[src/pkg/acal_pkg.sv]
// acal_pkg: register map, field layout, reset values, timing counts and decoders
// assumes a 1 MHz oscillator tick and a 32-bit apb register bus
package acal_pkg;

	// ==========================================================
	// register offsets (byte addresses)
	localparam int unsigned ACAL_AW         = 8;
	localparam logic [7:0]  ACAL_OFF_CONFIG = 8'h00;
	localparam logic [7:0]  ACAL_OFF_RESULT = 8'h04;
	localparam logic [7:0]  ACAL_OFF_UPPER  = 8'h08;
	localparam logic [7:0]  ACAL_OFF_LOWER  = 8'h0C;
	localparam logic [7:0]  ACAL_OFF_STATUS = 8'h10;
	localparam logic [7:0]  ACAL_OFF_SCALE  = 8'h14;

	// ==========================================================
	// config field positions
	localparam int unsigned CFG_TRIG_BIT  = 15;
	localparam int unsigned CFG_GAIN_LSB  = 9;
	localparam int unsigned CFG_MODE_BIT  = 8;
	localparam int unsigned CFG_RATE_LSB  = 5;
	localparam int unsigned CFG_CMODE_BIT = 4;
	localparam int unsigned CFG_POL_BIT   = 3;
	localparam int unsigned CFG_LAT_BIT   = 2;
	localparam int unsigned CFG_QUE_LSB   = 0;

	// status and scale field positions
	localparam int unsigned STS_BUSY_BIT  = 0;
	localparam int unsigned STS_FLAG_BIT  = 1;
	localparam int unsigned STS_ARA_BIT   = 2;
	localparam int unsigned STS_PIN_BIT   = 3;
	localparam int unsigned STS_RDY_BIT   = 4;
	localparam int unsigned SCALE_FSR_LSB = 16;

	// ==========================================================
	// reset values
	localparam logic [2:0]  GAIN_RST    = 3'h2;
	localparam logic        MODE_RST    = 1'h1;
	localparam logic [2:0]  RATE_RST    = 3'h4;
	localparam logic        CMODE_RST   = 1'h0;
	localparam logic        POL_RST     = 1'h0;
	localparam logic        LAT_RST     = 1'h0;
	localparam logic [1:0]  QUE_RST     = 2'h3;
	localparam logic [1:0]  QUE_DISABLE = 2'h3;
	localparam logic [11:0] UPPER_RST   = 12'h7FF;
	localparam logic [11:0] LOWER_RST   = 12'h800;
	localparam logic [2:0]  GAIN_FIXED  = 3'h2;

	// ==========================================================
	// timing, counted in oscillator ticks
	localparam int unsigned OSC_FREQ_HZ   = 1000000;
	localparam int unsigned WAKE_TIME_US  = 25;
	localparam int unsigned RDY_PULSE_US  = 8;
	localparam int unsigned WAKE_TICKS    = WAKE_TIME_US * (OSC_FREQ_HZ / 1000000);
	localparam int unsigned RDY_TICKS     = RDY_PULSE_US * (OSC_FREQ_HZ / 1000000);
	localparam int unsigned CODE_STEPS    = 4096;
	localparam int unsigned SPS_0 = 128;
	localparam int unsigned SPS_1 = 250;
	localparam int unsigned SPS_2 = 490;
	localparam int unsigned SPS_3 = 920;
	localparam int unsigned SPS_4 = 1600;
	localparam int unsigned SPS_5 = 2400;
	localparam int unsigned SPS_6 = 3300;

	typedef enum logic [1:0] {ST_OFF, ST_WAKE, ST_CONV} acal_conv_e;

	// ==========================================================
	// decoders
	function automatic logic [15:0] acal_fsr_mv(input logic [2:0] g);
		unique case (g)
			3'h0:    acal_fsr_mv = 16'h1800;
			3'h1:    acal_fsr_mv = 16'h1000;
			3'h2:    acal_fsr_mv = 16'h0800;
			3'h3:    acal_fsr_mv = 16'h0400;
			3'h4:    acal_fsr_mv = 16'h0200;
			default: acal_fsr_mv = 16'h0100;
		endcase
	endfunction

	function automatic logic [15:0] acal_lsb_uv(input logic [2:0] g);
		logic [31:0] t;
		t = (32'(acal_fsr_mv(g)) * 32'd2000) / 32'(CODE_STEPS);
		acal_lsb_uv = t[15:0];
	endfunction

	function automatic logic [12:0] acal_rate_ticks(input logic [2:0] r);
		int unsigned t;
		unique case (r)
			3'h0:    t = OSC_FREQ_HZ / SPS_0;
			3'h1:    t = OSC_FREQ_HZ / SPS_1;
			3'h2:    t = OSC_FREQ_HZ / SPS_2;
			3'h3:    t = OSC_FREQ_HZ / SPS_3;
			3'h4:    t = OSC_FREQ_HZ / SPS_4;
			3'h5:    t = OSC_FREQ_HZ / SPS_5;
			default: t = OSC_FREQ_HZ / SPS_6;
		endcase
		acal_rate_ticks = 13'(t);
	endfunction

	function automatic logic [2:0] acal_queue_need(input logic [1:0] q);
		unique case (q)
			2'h0:    acal_queue_need = 3'h1;
			2'h1:    acal_queue_need = 3'h2;
			default: acal_queue_need = 3'h4;
		endcase
	endfunction

endpackage

[src/hw/acal_tick_sync.sv]
// acal_tick_sync: two-flop synchroniser with rising-edge tick
// assumes an asynchronous input and the block clock
`timescale 1ns/1ps

module acal_tick_sync
(
	// clock and reset
	input  wire logic clock,
	input  wire logic arst_n,
	// asynchronous input
	input  wire logic async_in,
	// synchronised outputs
	output logic      level,
	output logic      rise
);

	// ==========================================================
	// state
	typedef struct packed {
		logic s1;
		logic s2;
		logic s3;
	} acal_sync_s;

	acal_sync_s sync_reg;
	acal_sync_s sync_next;

	always_comb
	begin
		sync_next    = sync_reg;
		sync_next.s1 = async_in;
		sync_next.s2 = sync_reg.s1;
		sync_next.s3 = sync_reg.s2;
	end

	always_ff @(posedge clock or negedge arst_n)
	begin
		if (!arst_n)
			sync_reg <= '0;
		else
			sync_reg <= sync_next;
	end

	assign level = sync_reg.s2;
	assign rise  = sync_reg.s2 & ~sync_reg.s3;

endmodule // acal_tick_sync

[src/hw/acal_core.sv]
// acal_core: conversion sequencing, threshold comparator and alert pin control
// assumes apb master on clock, oscillator and alert line asynchronous, adc_code on clock
//
// Chosen here: the address map and register access over APB.
`timescale 1ns/1ps

module acal_core
	import acal_pkg::*;
#(
	parameter bit          HAS_GAIN = 1'b1,
	parameter int unsigned TICK_W   = 13
)
(
	// clock and reset
	input  wire logic              clock,
	input  wire logic              arst_n,
	// apb slave
	input  wire logic              psel,
	input  wire logic              penable,
	input  wire logic              pwrite,
	input  wire logic [ACAL_AW-1:0] paddr,
	input  wire logic [31:0]       pwdata,
	output logic                   pready,
	output logic                   pslverr,
	output logic [31:0]            prdata,
	// oscillator and analog side
	input  wire logic              osc_in,
	input  wire logic [11:0]       adc_code,
	output logic                   adc_powered,
	output logic [2:0]             adc_gain_select,
	output logic [15:0]            full_scale_mv,
	output logic [15:0]            lsb_uv,
	// serial interface events
	input  wire logic              gc_reset,
	input  wire logic              ara_request,
	input  wire logic              ara_won,
	output logic                   ara_ack,
	output logic                   ara_status,
	// open-drain alert pin
	input  wire logic              alert_in,
	output logic                   alert_out,
	output logic                   alert_oe
);

	// ==========================================================
	// elaboration checks
	if (TICK_W < 13)
	begin : g_tick_w_check
		$error("acal_core: TICK_W too narrow for slowest rate");
	end

	// ==========================================================
	// state
	typedef struct packed {
		logic [2:0]        gain_select;
		logic              single_mode;
		logic [2:0]        rate_select;
		logic              window_mode;
		logic              flag_polarity;
		logic              flag_latch_enable;
		logic [1:0]        fault_queue_count;
		logic [2:0]        act_gain;
		logic [2:0]        act_rate;
		logic [11:0]       result;
		logic [11:0]       upper_limit;
		logic [11:0]       lower_limit;
		acal_conv_e        st;
		logic [TICK_W-1:0] tick_cnt;
		logic [2:0]        q_cnt;
		logic              cmp_flag;
		logic              ara_status;
		logic              ara_ack;
		logic [3:0]        rdy_cnt;
		logic              rdy_hold;
		logic              alert_oe;
		logic [15:0]       fsr_mv;
		logic [15:0]       lsb_uv;
		logic              pready;
		logic              pslverr;
		logic [31:0]       prdata;
	} acal_state_s;

	function automatic acal_state_s reset_state();
		acal_state_s s;
		s                   = '0;
		s.gain_select       = GAIN_RST;
		s.single_mode       = MODE_RST;
		s.rate_select       = RATE_RST;
		s.window_mode       = CMODE_RST;
		s.flag_polarity     = POL_RST;
		s.flag_latch_enable = LAT_RST;
		s.fault_queue_count = QUE_RST;
		s.act_gain          = GAIN_RST;
		s.act_rate          = RATE_RST;
		s.upper_limit       = UPPER_RST;
		s.lower_limit       = LOWER_RST;
		s.st                = ST_OFF;
		s.fsr_mv            = acal_fsr_mv(GAIN_RST);
		s.lsb_uv            = acal_lsb_uv(GAIN_RST);
		return s;
	endfunction

	function automatic logic [2:0] eff_gain(input logic [2:0] g);
		eff_gain = HAS_GAIN ? g : GAIN_FIXED;
	endfunction

	acal_state_s st_reg;
	acal_state_s st_next;

	logic osc_tick;
	logic alert_level;

	// ==========================================================
	// synchronisers
	acal_tick_sync u_osc_sync
	(
		.clock    (clock),
		.arst_n   (arst_n),
		.async_in (osc_in),
		.level    (),
		.rise     (osc_tick)
	);

	acal_tick_sync u_alert_sync
	(
		.clock    (clock),
		.arst_n   (arst_n),
		.async_in (alert_in),
		.level    (alert_level),
		.rise     ()
	);

	// ==========================================================
	// next state
	always_comb
	begin
		logic        setup;
		logic        access;
		logic        mapped;
		logic        wr_cfg;
		logic        rd_res;
		logic        rdy_mode;
		logic        done;
		logic        above;
		logic        below;
		logic        beyond;
		logic        active;
		logic [2:0]  q_inc;
		logic [31:0] rd_word;

		st_next  = st_reg;
		setup    = psel & ~penable;
		access   = psel & penable & st_reg.pready & ~st_reg.pslverr;
		mapped   = (paddr == ACAL_OFF_CONFIG) || (paddr == ACAL_OFF_RESULT) || (paddr == ACAL_OFF_UPPER) ||
		           (paddr == ACAL_OFF_LOWER) || (paddr == ACAL_OFF_STATUS) || (paddr == ACAL_OFF_SCALE);
		wr_cfg   = access & pwrite & (paddr == ACAL_OFF_CONFIG);
		rd_res   = access & ~pwrite & (paddr == ACAL_OFF_RESULT);
		rdy_mode = st_reg.upper_limit[11] & ~st_reg.lower_limit[11] &
		           (st_reg.fault_queue_count != QUE_DISABLE);
		done     = 1'b0;
		above    = $signed(adc_code) > $signed(st_reg.upper_limit);
		below    = $signed(adc_code) < $signed(st_reg.lower_limit);
		beyond   = st_reg.window_mode ? (above | below) : above;
		q_inc    = (st_reg.q_cnt == 3'h7) ? st_reg.q_cnt : st_reg.q_cnt + 3'h1;
		active   = 1'b0;

		// read mux
		rd_word = 32'h0000_0000;
		unique case (paddr)
			ACAL_OFF_CONFIG:
			begin
				rd_word[CFG_TRIG_BIT]                = (st_reg.st == ST_OFF);
				rd_word[CFG_GAIN_LSB +: 3]           = st_reg.gain_select;
				rd_word[CFG_MODE_BIT]                = st_reg.single_mode;
				rd_word[CFG_RATE_LSB +: 3]           = st_reg.rate_select;
				rd_word[CFG_CMODE_BIT]               = st_reg.window_mode;
				rd_word[CFG_POL_BIT]                 = st_reg.flag_polarity;
				rd_word[CFG_LAT_BIT]                 = st_reg.flag_latch_enable;
				rd_word[CFG_QUE_LSB +: 2]            = st_reg.fault_queue_count;
			end
			ACAL_OFF_RESULT: rd_word[11:0] = st_reg.result;
			ACAL_OFF_UPPER:  rd_word[11:0] = st_reg.upper_limit;
			ACAL_OFF_LOWER:  rd_word[11:0] = st_reg.lower_limit;
			ACAL_OFF_STATUS:
			begin
				rd_word[STS_BUSY_BIT] = (st_reg.st != ST_OFF);
				rd_word[STS_FLAG_BIT] = st_reg.cmp_flag;
				rd_word[STS_ARA_BIT]  = st_reg.ara_status;
				rd_word[STS_PIN_BIT]  = alert_level;
				rd_word[STS_RDY_BIT]  = rdy_mode;
			end
			ACAL_OFF_SCALE:  rd_word = {st_reg.fsr_mv, st_reg.lsb_uv};
			default:         rd_word = 32'h0000_0000;
		endcase

		// apb answer one cycle after setup
		st_next.pready  = setup;
		st_next.pslverr = setup & ~mapped;
		if (setup)
			st_next.prdata = rd_word;

		// register writes
		if (access & pwrite)
		begin
			unique case (paddr)
				ACAL_OFF_CONFIG:
				begin
					st_next.gain_select       = pwdata[CFG_GAIN_LSB +: 3];
					st_next.single_mode       = pwdata[CFG_MODE_BIT];
					st_next.rate_select       = pwdata[CFG_RATE_LSB +: 3];
					st_next.window_mode       = pwdata[CFG_CMODE_BIT];
					st_next.flag_polarity     = pwdata[CFG_POL_BIT];
					st_next.flag_latch_enable = pwdata[CFG_LAT_BIT];
					st_next.fault_queue_count = pwdata[CFG_QUE_LSB +: 2];
				end
				ACAL_OFF_UPPER: st_next.upper_limit = pwdata[11:0];
				ACAL_OFF_LOWER: st_next.lower_limit = pwdata[11:0];
				default:        st_next.result      = st_reg.result;
			endcase
		end

		// ======================================================
		// conversion sequencer
		unique case (st_reg.st)
			ST_OFF:
			begin
				if (wr_cfg & pwdata[CFG_TRIG_BIT] & pwdata[CFG_MODE_BIT])
				begin
					st_next.st       = ST_WAKE;
					st_next.tick_cnt = '0;
					st_next.rdy_hold = 1'b0;
				end
				else if (!st_reg.single_mode)
				begin
					st_next.st       = ST_CONV;
					st_next.tick_cnt = '0;
					st_next.rdy_hold = 1'b0;
					st_next.act_gain = eff_gain(st_reg.gain_select);
					st_next.act_rate = st_reg.rate_select;
				end
			end
			ST_WAKE:
			begin
				if (osc_tick)
				begin
					if (st_reg.tick_cnt == TICK_W'(WAKE_TICKS - 1))
					begin
						st_next.st       = ST_CONV;
						st_next.tick_cnt = '0;
						st_next.act_gain = eff_gain(st_reg.gain_select);
						st_next.act_rate = st_reg.rate_select;
					end
					else
						st_next.tick_cnt = st_reg.tick_cnt + TICK_W'(1);
				end
			end
			ST_CONV:
			begin
				if (osc_tick)
				begin
					if (st_reg.tick_cnt == TICK_W'(acal_rate_ticks(st_reg.act_rate) - 13'h1))
					begin
						done             = 1'b1;
						st_next.result   = adc_code;
						st_next.tick_cnt = '0;
						if (st_reg.single_mode)
							st_next.st = ST_OFF;
						else
						begin
							st_next.act_gain = eff_gain(st_reg.gain_select);
							st_next.act_rate = st_reg.rate_select;
						end
					end
					else
						st_next.tick_cnt = st_reg.tick_cnt + TICK_W'(1);
				end
			end
		endcase

		st_next.fsr_mv = acal_fsr_mv(st_next.act_gain);
		st_next.lsb_uv = acal_lsb_uv(st_next.act_gain);

		// ======================================================
		// comparator: clears first, so a new crossing wins
		st_next.ara_ack = ara_request & st_reg.cmp_flag & ~rdy_mode;
		if (st_reg.flag_latch_enable)
		begin
			if (rd_res)
				st_next.cmp_flag = 1'b0;
			if (ara_request & st_reg.cmp_flag & ara_won)
				st_next.cmp_flag = 1'b0;
		end

		if (done)
		begin
			st_next.q_cnt = beyond ? q_inc : 3'h0;
			if (!st_reg.flag_latch_enable)
			begin
				if (st_reg.window_mode ? (~above & ~below) : below)
					st_next.cmp_flag = 1'b0;
			end
			if (beyond & (q_inc >= acal_queue_need(st_reg.fault_queue_count)))
			begin
				st_next.cmp_flag   = 1'b1;
				st_next.ara_status = above;
			end
			if (!st_reg.single_mode)
				st_next.rdy_cnt = 4'(RDY_TICKS);
			else
				st_next.rdy_hold = 1'b1;
		end
		else if (osc_tick && (st_reg.rdy_cnt != 4'h0))
			st_next.rdy_cnt = st_reg.rdy_cnt - 4'h1;

		if (st_reg.fault_queue_count == QUE_DISABLE)
		begin
			st_next.cmp_flag = 1'b0;
			st_next.q_cnt    = 3'h0;
		end

		// ======================================================
		// general-call reset
		if (gc_reset)
		begin
			st_next         = reset_state();
			st_next.pready  = setup;
			st_next.pslverr = setup & ~mapped;
			st_next.prdata  = setup ? rd_word : st_reg.prdata;
		end

		// ======================================================
		// pin drive from next state
		rdy_mode = st_next.upper_limit[11] & ~st_next.lower_limit[11] &
		           (st_next.fault_queue_count != QUE_DISABLE);
		active   = rdy_mode ? ((st_next.rdy_cnt != 4'h0) | st_next.rdy_hold) : st_next.cmp_flag;
		if (st_next.fault_queue_count == QUE_DISABLE)
			st_next.alert_oe = 1'b0;
		else
			st_next.alert_oe = st_next.flag_polarity ? ~active : active;
	end

	always_ff @(posedge clock or negedge arst_n)
	begin
		if (!arst_n)
			st_reg <= reset_state();
		else
			st_reg <= st_next;
	end

	// ==========================================================
	// outputs
	assign pready          = st_reg.pready;
	assign pslverr         = st_reg.pslverr;
	assign prdata          = st_reg.prdata;
	assign adc_powered     = (st_reg.st != ST_OFF);
	assign adc_gain_select = st_reg.act_gain;
	assign full_scale_mv   = st_reg.fsr_mv;
	assign lsb_uv          = st_reg.lsb_uv;
	assign ara_ack         = st_reg.ara_ack;
	assign ara_status      = st_reg.ara_status;
	assign alert_out       = 1'b0;
	assign alert_oe        = st_reg.alert_oe;

endmodule // acal_core

[config.mk]
export PLATFORM = sky130hd
export DESIGN_NAME = acal_core
export DESIGN_NICKNAME = d
export VERILOG_FILES = /design/src/pkg/acal_pkg.sv /design/src/hw/acal_tick_sync.sv /design/src/hw/acal_core.sv
export SDC_FILE = /design/constraint.sdc
export NUM_CORES = 1
export LEC_CHECK = 0
export BUFFER_PORTS_ARGS = -buffer_cell sky130_fd_sc_hd__clkbuf_2
export CAP_MARGIN = 10
export CORE_ASPECT_RATIO = 0.75
export CORE_UTILIZATION = 63
export CTS_CLUSTER_SIZE = 8
export DETAILED_ROUTE_END_ITERATION = 16
export PLACE_DENSITY = 0.87
export REMOVE_ABC_BUFFERS = 1
export SLEW_MARGIN = 25
export SYNTH_ARGS = -nofsm -noshare
export SYNTH_HDL_FRONTEND = slang
export SYNTH_HIERARCHICAL = 1
export SYNTH_SLANG_ARGS = --single-unit
[constraint.sdc]
create_clock -name clock -period 8.4 [get_ports clock]
set_clock_uncertainty 0.2 [all_clocks]
set_input_delay 1.26 -clock clock [delete_from_list [all_inputs] [get_ports clock]]
set_output_delay 1.26 -clock clock [all_outputs]
set_load 0.05 [all_outputs]
# Word level (Yosys, flattened, before mapping)
# Index checks and enable logic that the tools add are counted.
# totals
inputBits	62
output_inout_bits	74
ff_bits	152
elab_cells	196
# op_classes
mul	1
bitwise_logic	34
n_addsub	4
n_eq_ne	31
magnitude_cmp	3
reduce_logical	28
muxes	62
# ops
operator	n
2-to-1 mux 147 bit	1
case mux 13 bit (6 select lines)	1
case mux 13 bit (5 select lines)	1
2-to-1 mux 12 bit	5
2-to-1 mux 15 bit	4
2-to-1 mux 13 bit	4
case mux 15 bit (3 select lines)	1
2-to-1 mux 18 bit	2
case mux 7 bit (5 select lines)	1
2-to-1 mux 32 bit	1
case mux 5 bit (6 select lines)	1
2-to-1 mux 24 bit	1
2-to-1 mux 6 bit	4
multiplier 16 x 7 -> 23 bit (second input constant)	1
AND 1 bit	21
2-to-1 mux 1 bit	18
inequality test 3 bit (second input constant)	6
case mux 6 bit (3 select lines)	1
equality test 8 x 4 -> 1 bit (second input constant)	2
equality test 8 x 5 -> 1 bit (second input constant)	2
2-to-1 mux 16 bit	1
2-to-1 mux 4 bit	4
nonzero test 2 bit	7
adder 13 x 1 -> 13 bit (second input constant)	1
other kinds (34)	72

# Depth between registers and ports, before layout
# logic_depth
word_depth	23
depth_mapped	27
depth_no_buf	26

# By module
# Netlist, hierarchy kept.
# by_module_without_submodules
mod	n_inst	area_each_um2	seq_area_each_um2	cells_each
acal_core	1	8480.6	3035.4	989
acal_tick_sync	2	88.8	75.1	4

# Worst setup path before layout
# No wires, ideal clock.
# synth_path
path_type	input to register
startpoint	input port paddr[5]
endpoint	register st_reg, in the netlist lsb_uv[11]
path_buffers	3
arrival_time_ns	6.100
required_time_ns	8.075
cell_stages	22
path_slack_ns	1.975
setup_time_ns	0.125
path_cell_list	nor4_1 and2_1 clkbuf_1 a41oi_1 mux2i_1 a211oi_1 a211oi_1 clkbuf_1 nand2b_1 nor2_1 ha_1 clkbuf_1 ha_1 inv_1 fa_1 inv_1 ha_1 ha_1 a21oi_1 o211ai_1 a221oi_1 mux2_2
# synth_lines
item	line	text
start, declared	acal_core.sv:21	input wire logic [ACAL_AW-1:0] paddr,
end signal, assigned	acal_core.sv:345	st_reg <= reset_state();
end signal, assigned	acal_core.sv:347	st_reg <= st_next;
end, declared	acal_core.sv:107	acal_state_s st_reg;

==> results.md <==
## Run status
* complete, no violations — result of the run

## Worst setup path
* lsb_uv[11] — last element of the critical path
* 19 — Worst Reg-to-Reg Cells
* 6.95 ns — endpoint arrival time on the critical path
* 17 — maximum fanout along the worst path
* primary input — CP Launch Type
* paddr[3] — startpoint of the most critical setup path
* primary input to register — start-to-end type of the worst setup path
* 1.61 ns — setup slack of the worst register-to-register path
* 8.52 ns — critical path required time
* register — Setup crit end kind
* lsb_uv[11] — r2r endpoint
* st_reg[129] — startpoint of the worst-slack reg-to-reg timing path

## Placed design
* 90 — quantity of I/O buffers inserted on ports
* 15.4 mm — total half-perimeter wirelength after legalization and detailed placement
* 0.949 — routability-driven placement congestion ratio
* 1.27 ns — worst setup slack after placement
* 1,173 — total placed cells including tap cells

## STA
* 1.56 ns — post-route setup slack
* 6.84 ns — Final min period
* 0 — max-slew violation total from the final report
* 29.4% — relative slew slack
* 0 — final number of setup-violating endpoints
* 0 — number of failing hold endpoints at the final stage
* 0.152 ns — tightest hold margin
* false — unrepaired setup endpoints after global routing
* 1.06 ns — transition time at the pin with the least slew margin
* 0.146 GHz — Max Clock Freq
* 81.4% — ratio of final minimum period to clock period
* 0 ns — final total negative setup slack

## Synthesis
* 8620 µm² — area of the mapped netlist
* 995 — cell count after synthesis
* 8.66 µm² — mean instance size in the synthesized netlist
* 6 — Ys Warns

## Flow run
* 0 — count of maximum capacitance violations

## Layout
* 0 — count of inserted antenna diode cells
* 1,205 — non-filler cells in the finished layout
* 1,151 — Total Nets Final
* 17.7% — share of cells above drive strength 1
* 75 — Largest register FFs
* 980 — number of inserted filler cells in the final layout
* 7.50% — Area growth syn-to-layout

## Drt
* 9.94 mm — total length of routed met2 wires
* 22.1 mm — total detailed-routing wirelength
* 758 — Starting DRT DRC Count
* met4 — uppermost layer routed
* 18.4 µm — wire per inst
* 7,456 — via count of the routed design
* 9.36 mm — wire length on met1
* 7 — Detailed Routing Iterations Pass 1
* 6.19 — Via density
* 0 — number of nets with antenna violations after routing
* 2.25 mm — sum of met3 wire segment lengths after detailed routing
* 0 — DRC violations left

## Global route
* 32.9% — overall track demand over capacity in global routing
* 79 — pin count of the biggest net entering global routing
* 0 — total congestion overflow
* 6,890 — vias in the first global route
* 35.2 mm — first-pass GRT wire length
* 0 — number of antenna violations at the first check in global routing

## Die
* 137 µm — Die Span X
* 13,200 µm² — Core Footprint
* 14,200 µm² — area enclosed by the die boundary
* 36 — std cell rows
* 103 µm — Die Y
* 136 — IO Count
* 65.5% — effective utilization at floorplan

## Clock network
* 0.43 ns — insertion delay of the later-clocked pin in the worst-skew pair
* 0 — number of buffers inserted for hold repair after clock tree synthesis
* 125 — clk sink count
* clkbuf_16 — Root Buffer Master
* 0 — Post-CTS Setup Repair Bufs
* yes — clock tree from TritonCTS
* 17 — clock buffers created by TritonCTS
* 2 — Max Root-Sink Buffers
* 0 — Resized cells post-CTS
* 0.06 ns — Worst-path clk slew
* 4 — H-tree levels

## Power and ir drop
* 0.565 mV — maximum vdd drop
* 4.37 nW — Leakage
* 2.90 mW — overall power of the completed layout
* 313 nW/µm² — pwr/cell area

## Hold path
* register to register — worst min-delay path category

layout make-up:
class / count / area, µm² / area share, %
Tap cell: 171 / 214 / 2.31
Sequential cell: 125 / 3160 / 34.1
Timing Repair Buffer: 99 / 524 / 5.66
Multi-Input combinational cell: 699 / 4530 / 48.9
Clock buffer: 18 / 429 / 4.63
Clock inverter: 14 / 110 / 1.19
Inverter: 79 / 297 / 3.20
metal layers:
layer,vias up,track usage [%]
met2,415,50.5
met3,67,7.89
li1,3422,-
met4,0,12.3
met5,-,0
met1,3552,45.7
stage by stage:
step	utilization, %	cell area (µm²)
after floorplan	-	7980
after global placement	66.3	8720
after detailed placement	66.3	8720
after CTS	70.4	9260
after global routing	70.5	9270
final	70.5	9270
worst min-delay path by stage:
stage                                          from                 end  slack [ns]  cells after the start
final                       u_osc_sync/sync_next[1]    u_osc_sync/level        0.15                      0
after global routing      u_alert_sync/sync_next[1]  u_alert_sync/level        0.16                      0
after CTS                 u_alert_sync/sync_next[1]  u_alert_sync/level        0.16                      0
after detailed placement  u_alert_sync/sync_next[1]  u_alert_sync/level        0.14                      0
after global placement    u_alert_sync/sync_next[1]  u_alert_sync/level        0.13                      0
after floorplan           u_alert_sync/sync_next[1]  u_alert_sync/level        0.13                      0
placed cells by master, fill, tap and decap left out, types with 9 or more instances in the layout:
cell       instances
a211o_1           15
a211oi_1          13
a21oi_1           49
a221oi_1          12
a22o_1            13
a22oi_1           15
buf_4              9
clkbuf_16         17
clkbuf_2          89
conb_1            30
dfrtp_1           99
dfstp_2           26
ha_1              62
inv_1             79
mux2i_1           10
nand2_1          132
nand2b_1          16
nand3_1           17
nand3b_1           9
nor2_1            78
nor3_1            17
o21ai_0           63
critical path, stage by stage:
cell	delay, ns
clkbuf_2	0.33
nor4_1	0.11
and2_1	0.15
buf_4	0.20
a41oi_1	0.58
mux2i_1	0.31
a211oi_1	0.12
a211oi_1	0.27
buf_4	0.23
nand2b_1	0.09
nor2_1	0.32
ha_1	0.32
ha_1	0.28
inv_1	0.05
fa_1	0.49
inv_1	0.04
ha_1	0.31
ha_1	0.35
a21oi_1	0.21
o211ai_1	0.19
a221oi_1	0.36
mux2_2	0.38
power by group:
group | internal (mW) | leakage (nW) | switching (mW)
clock network | 0.381 | 0.255 | 0.301
logic | 0.549 | 2.48 | 0.953
registers | 0.667 | 1.64 | 0.0492
Note: power is estimated with default switching activity, not from simulation.
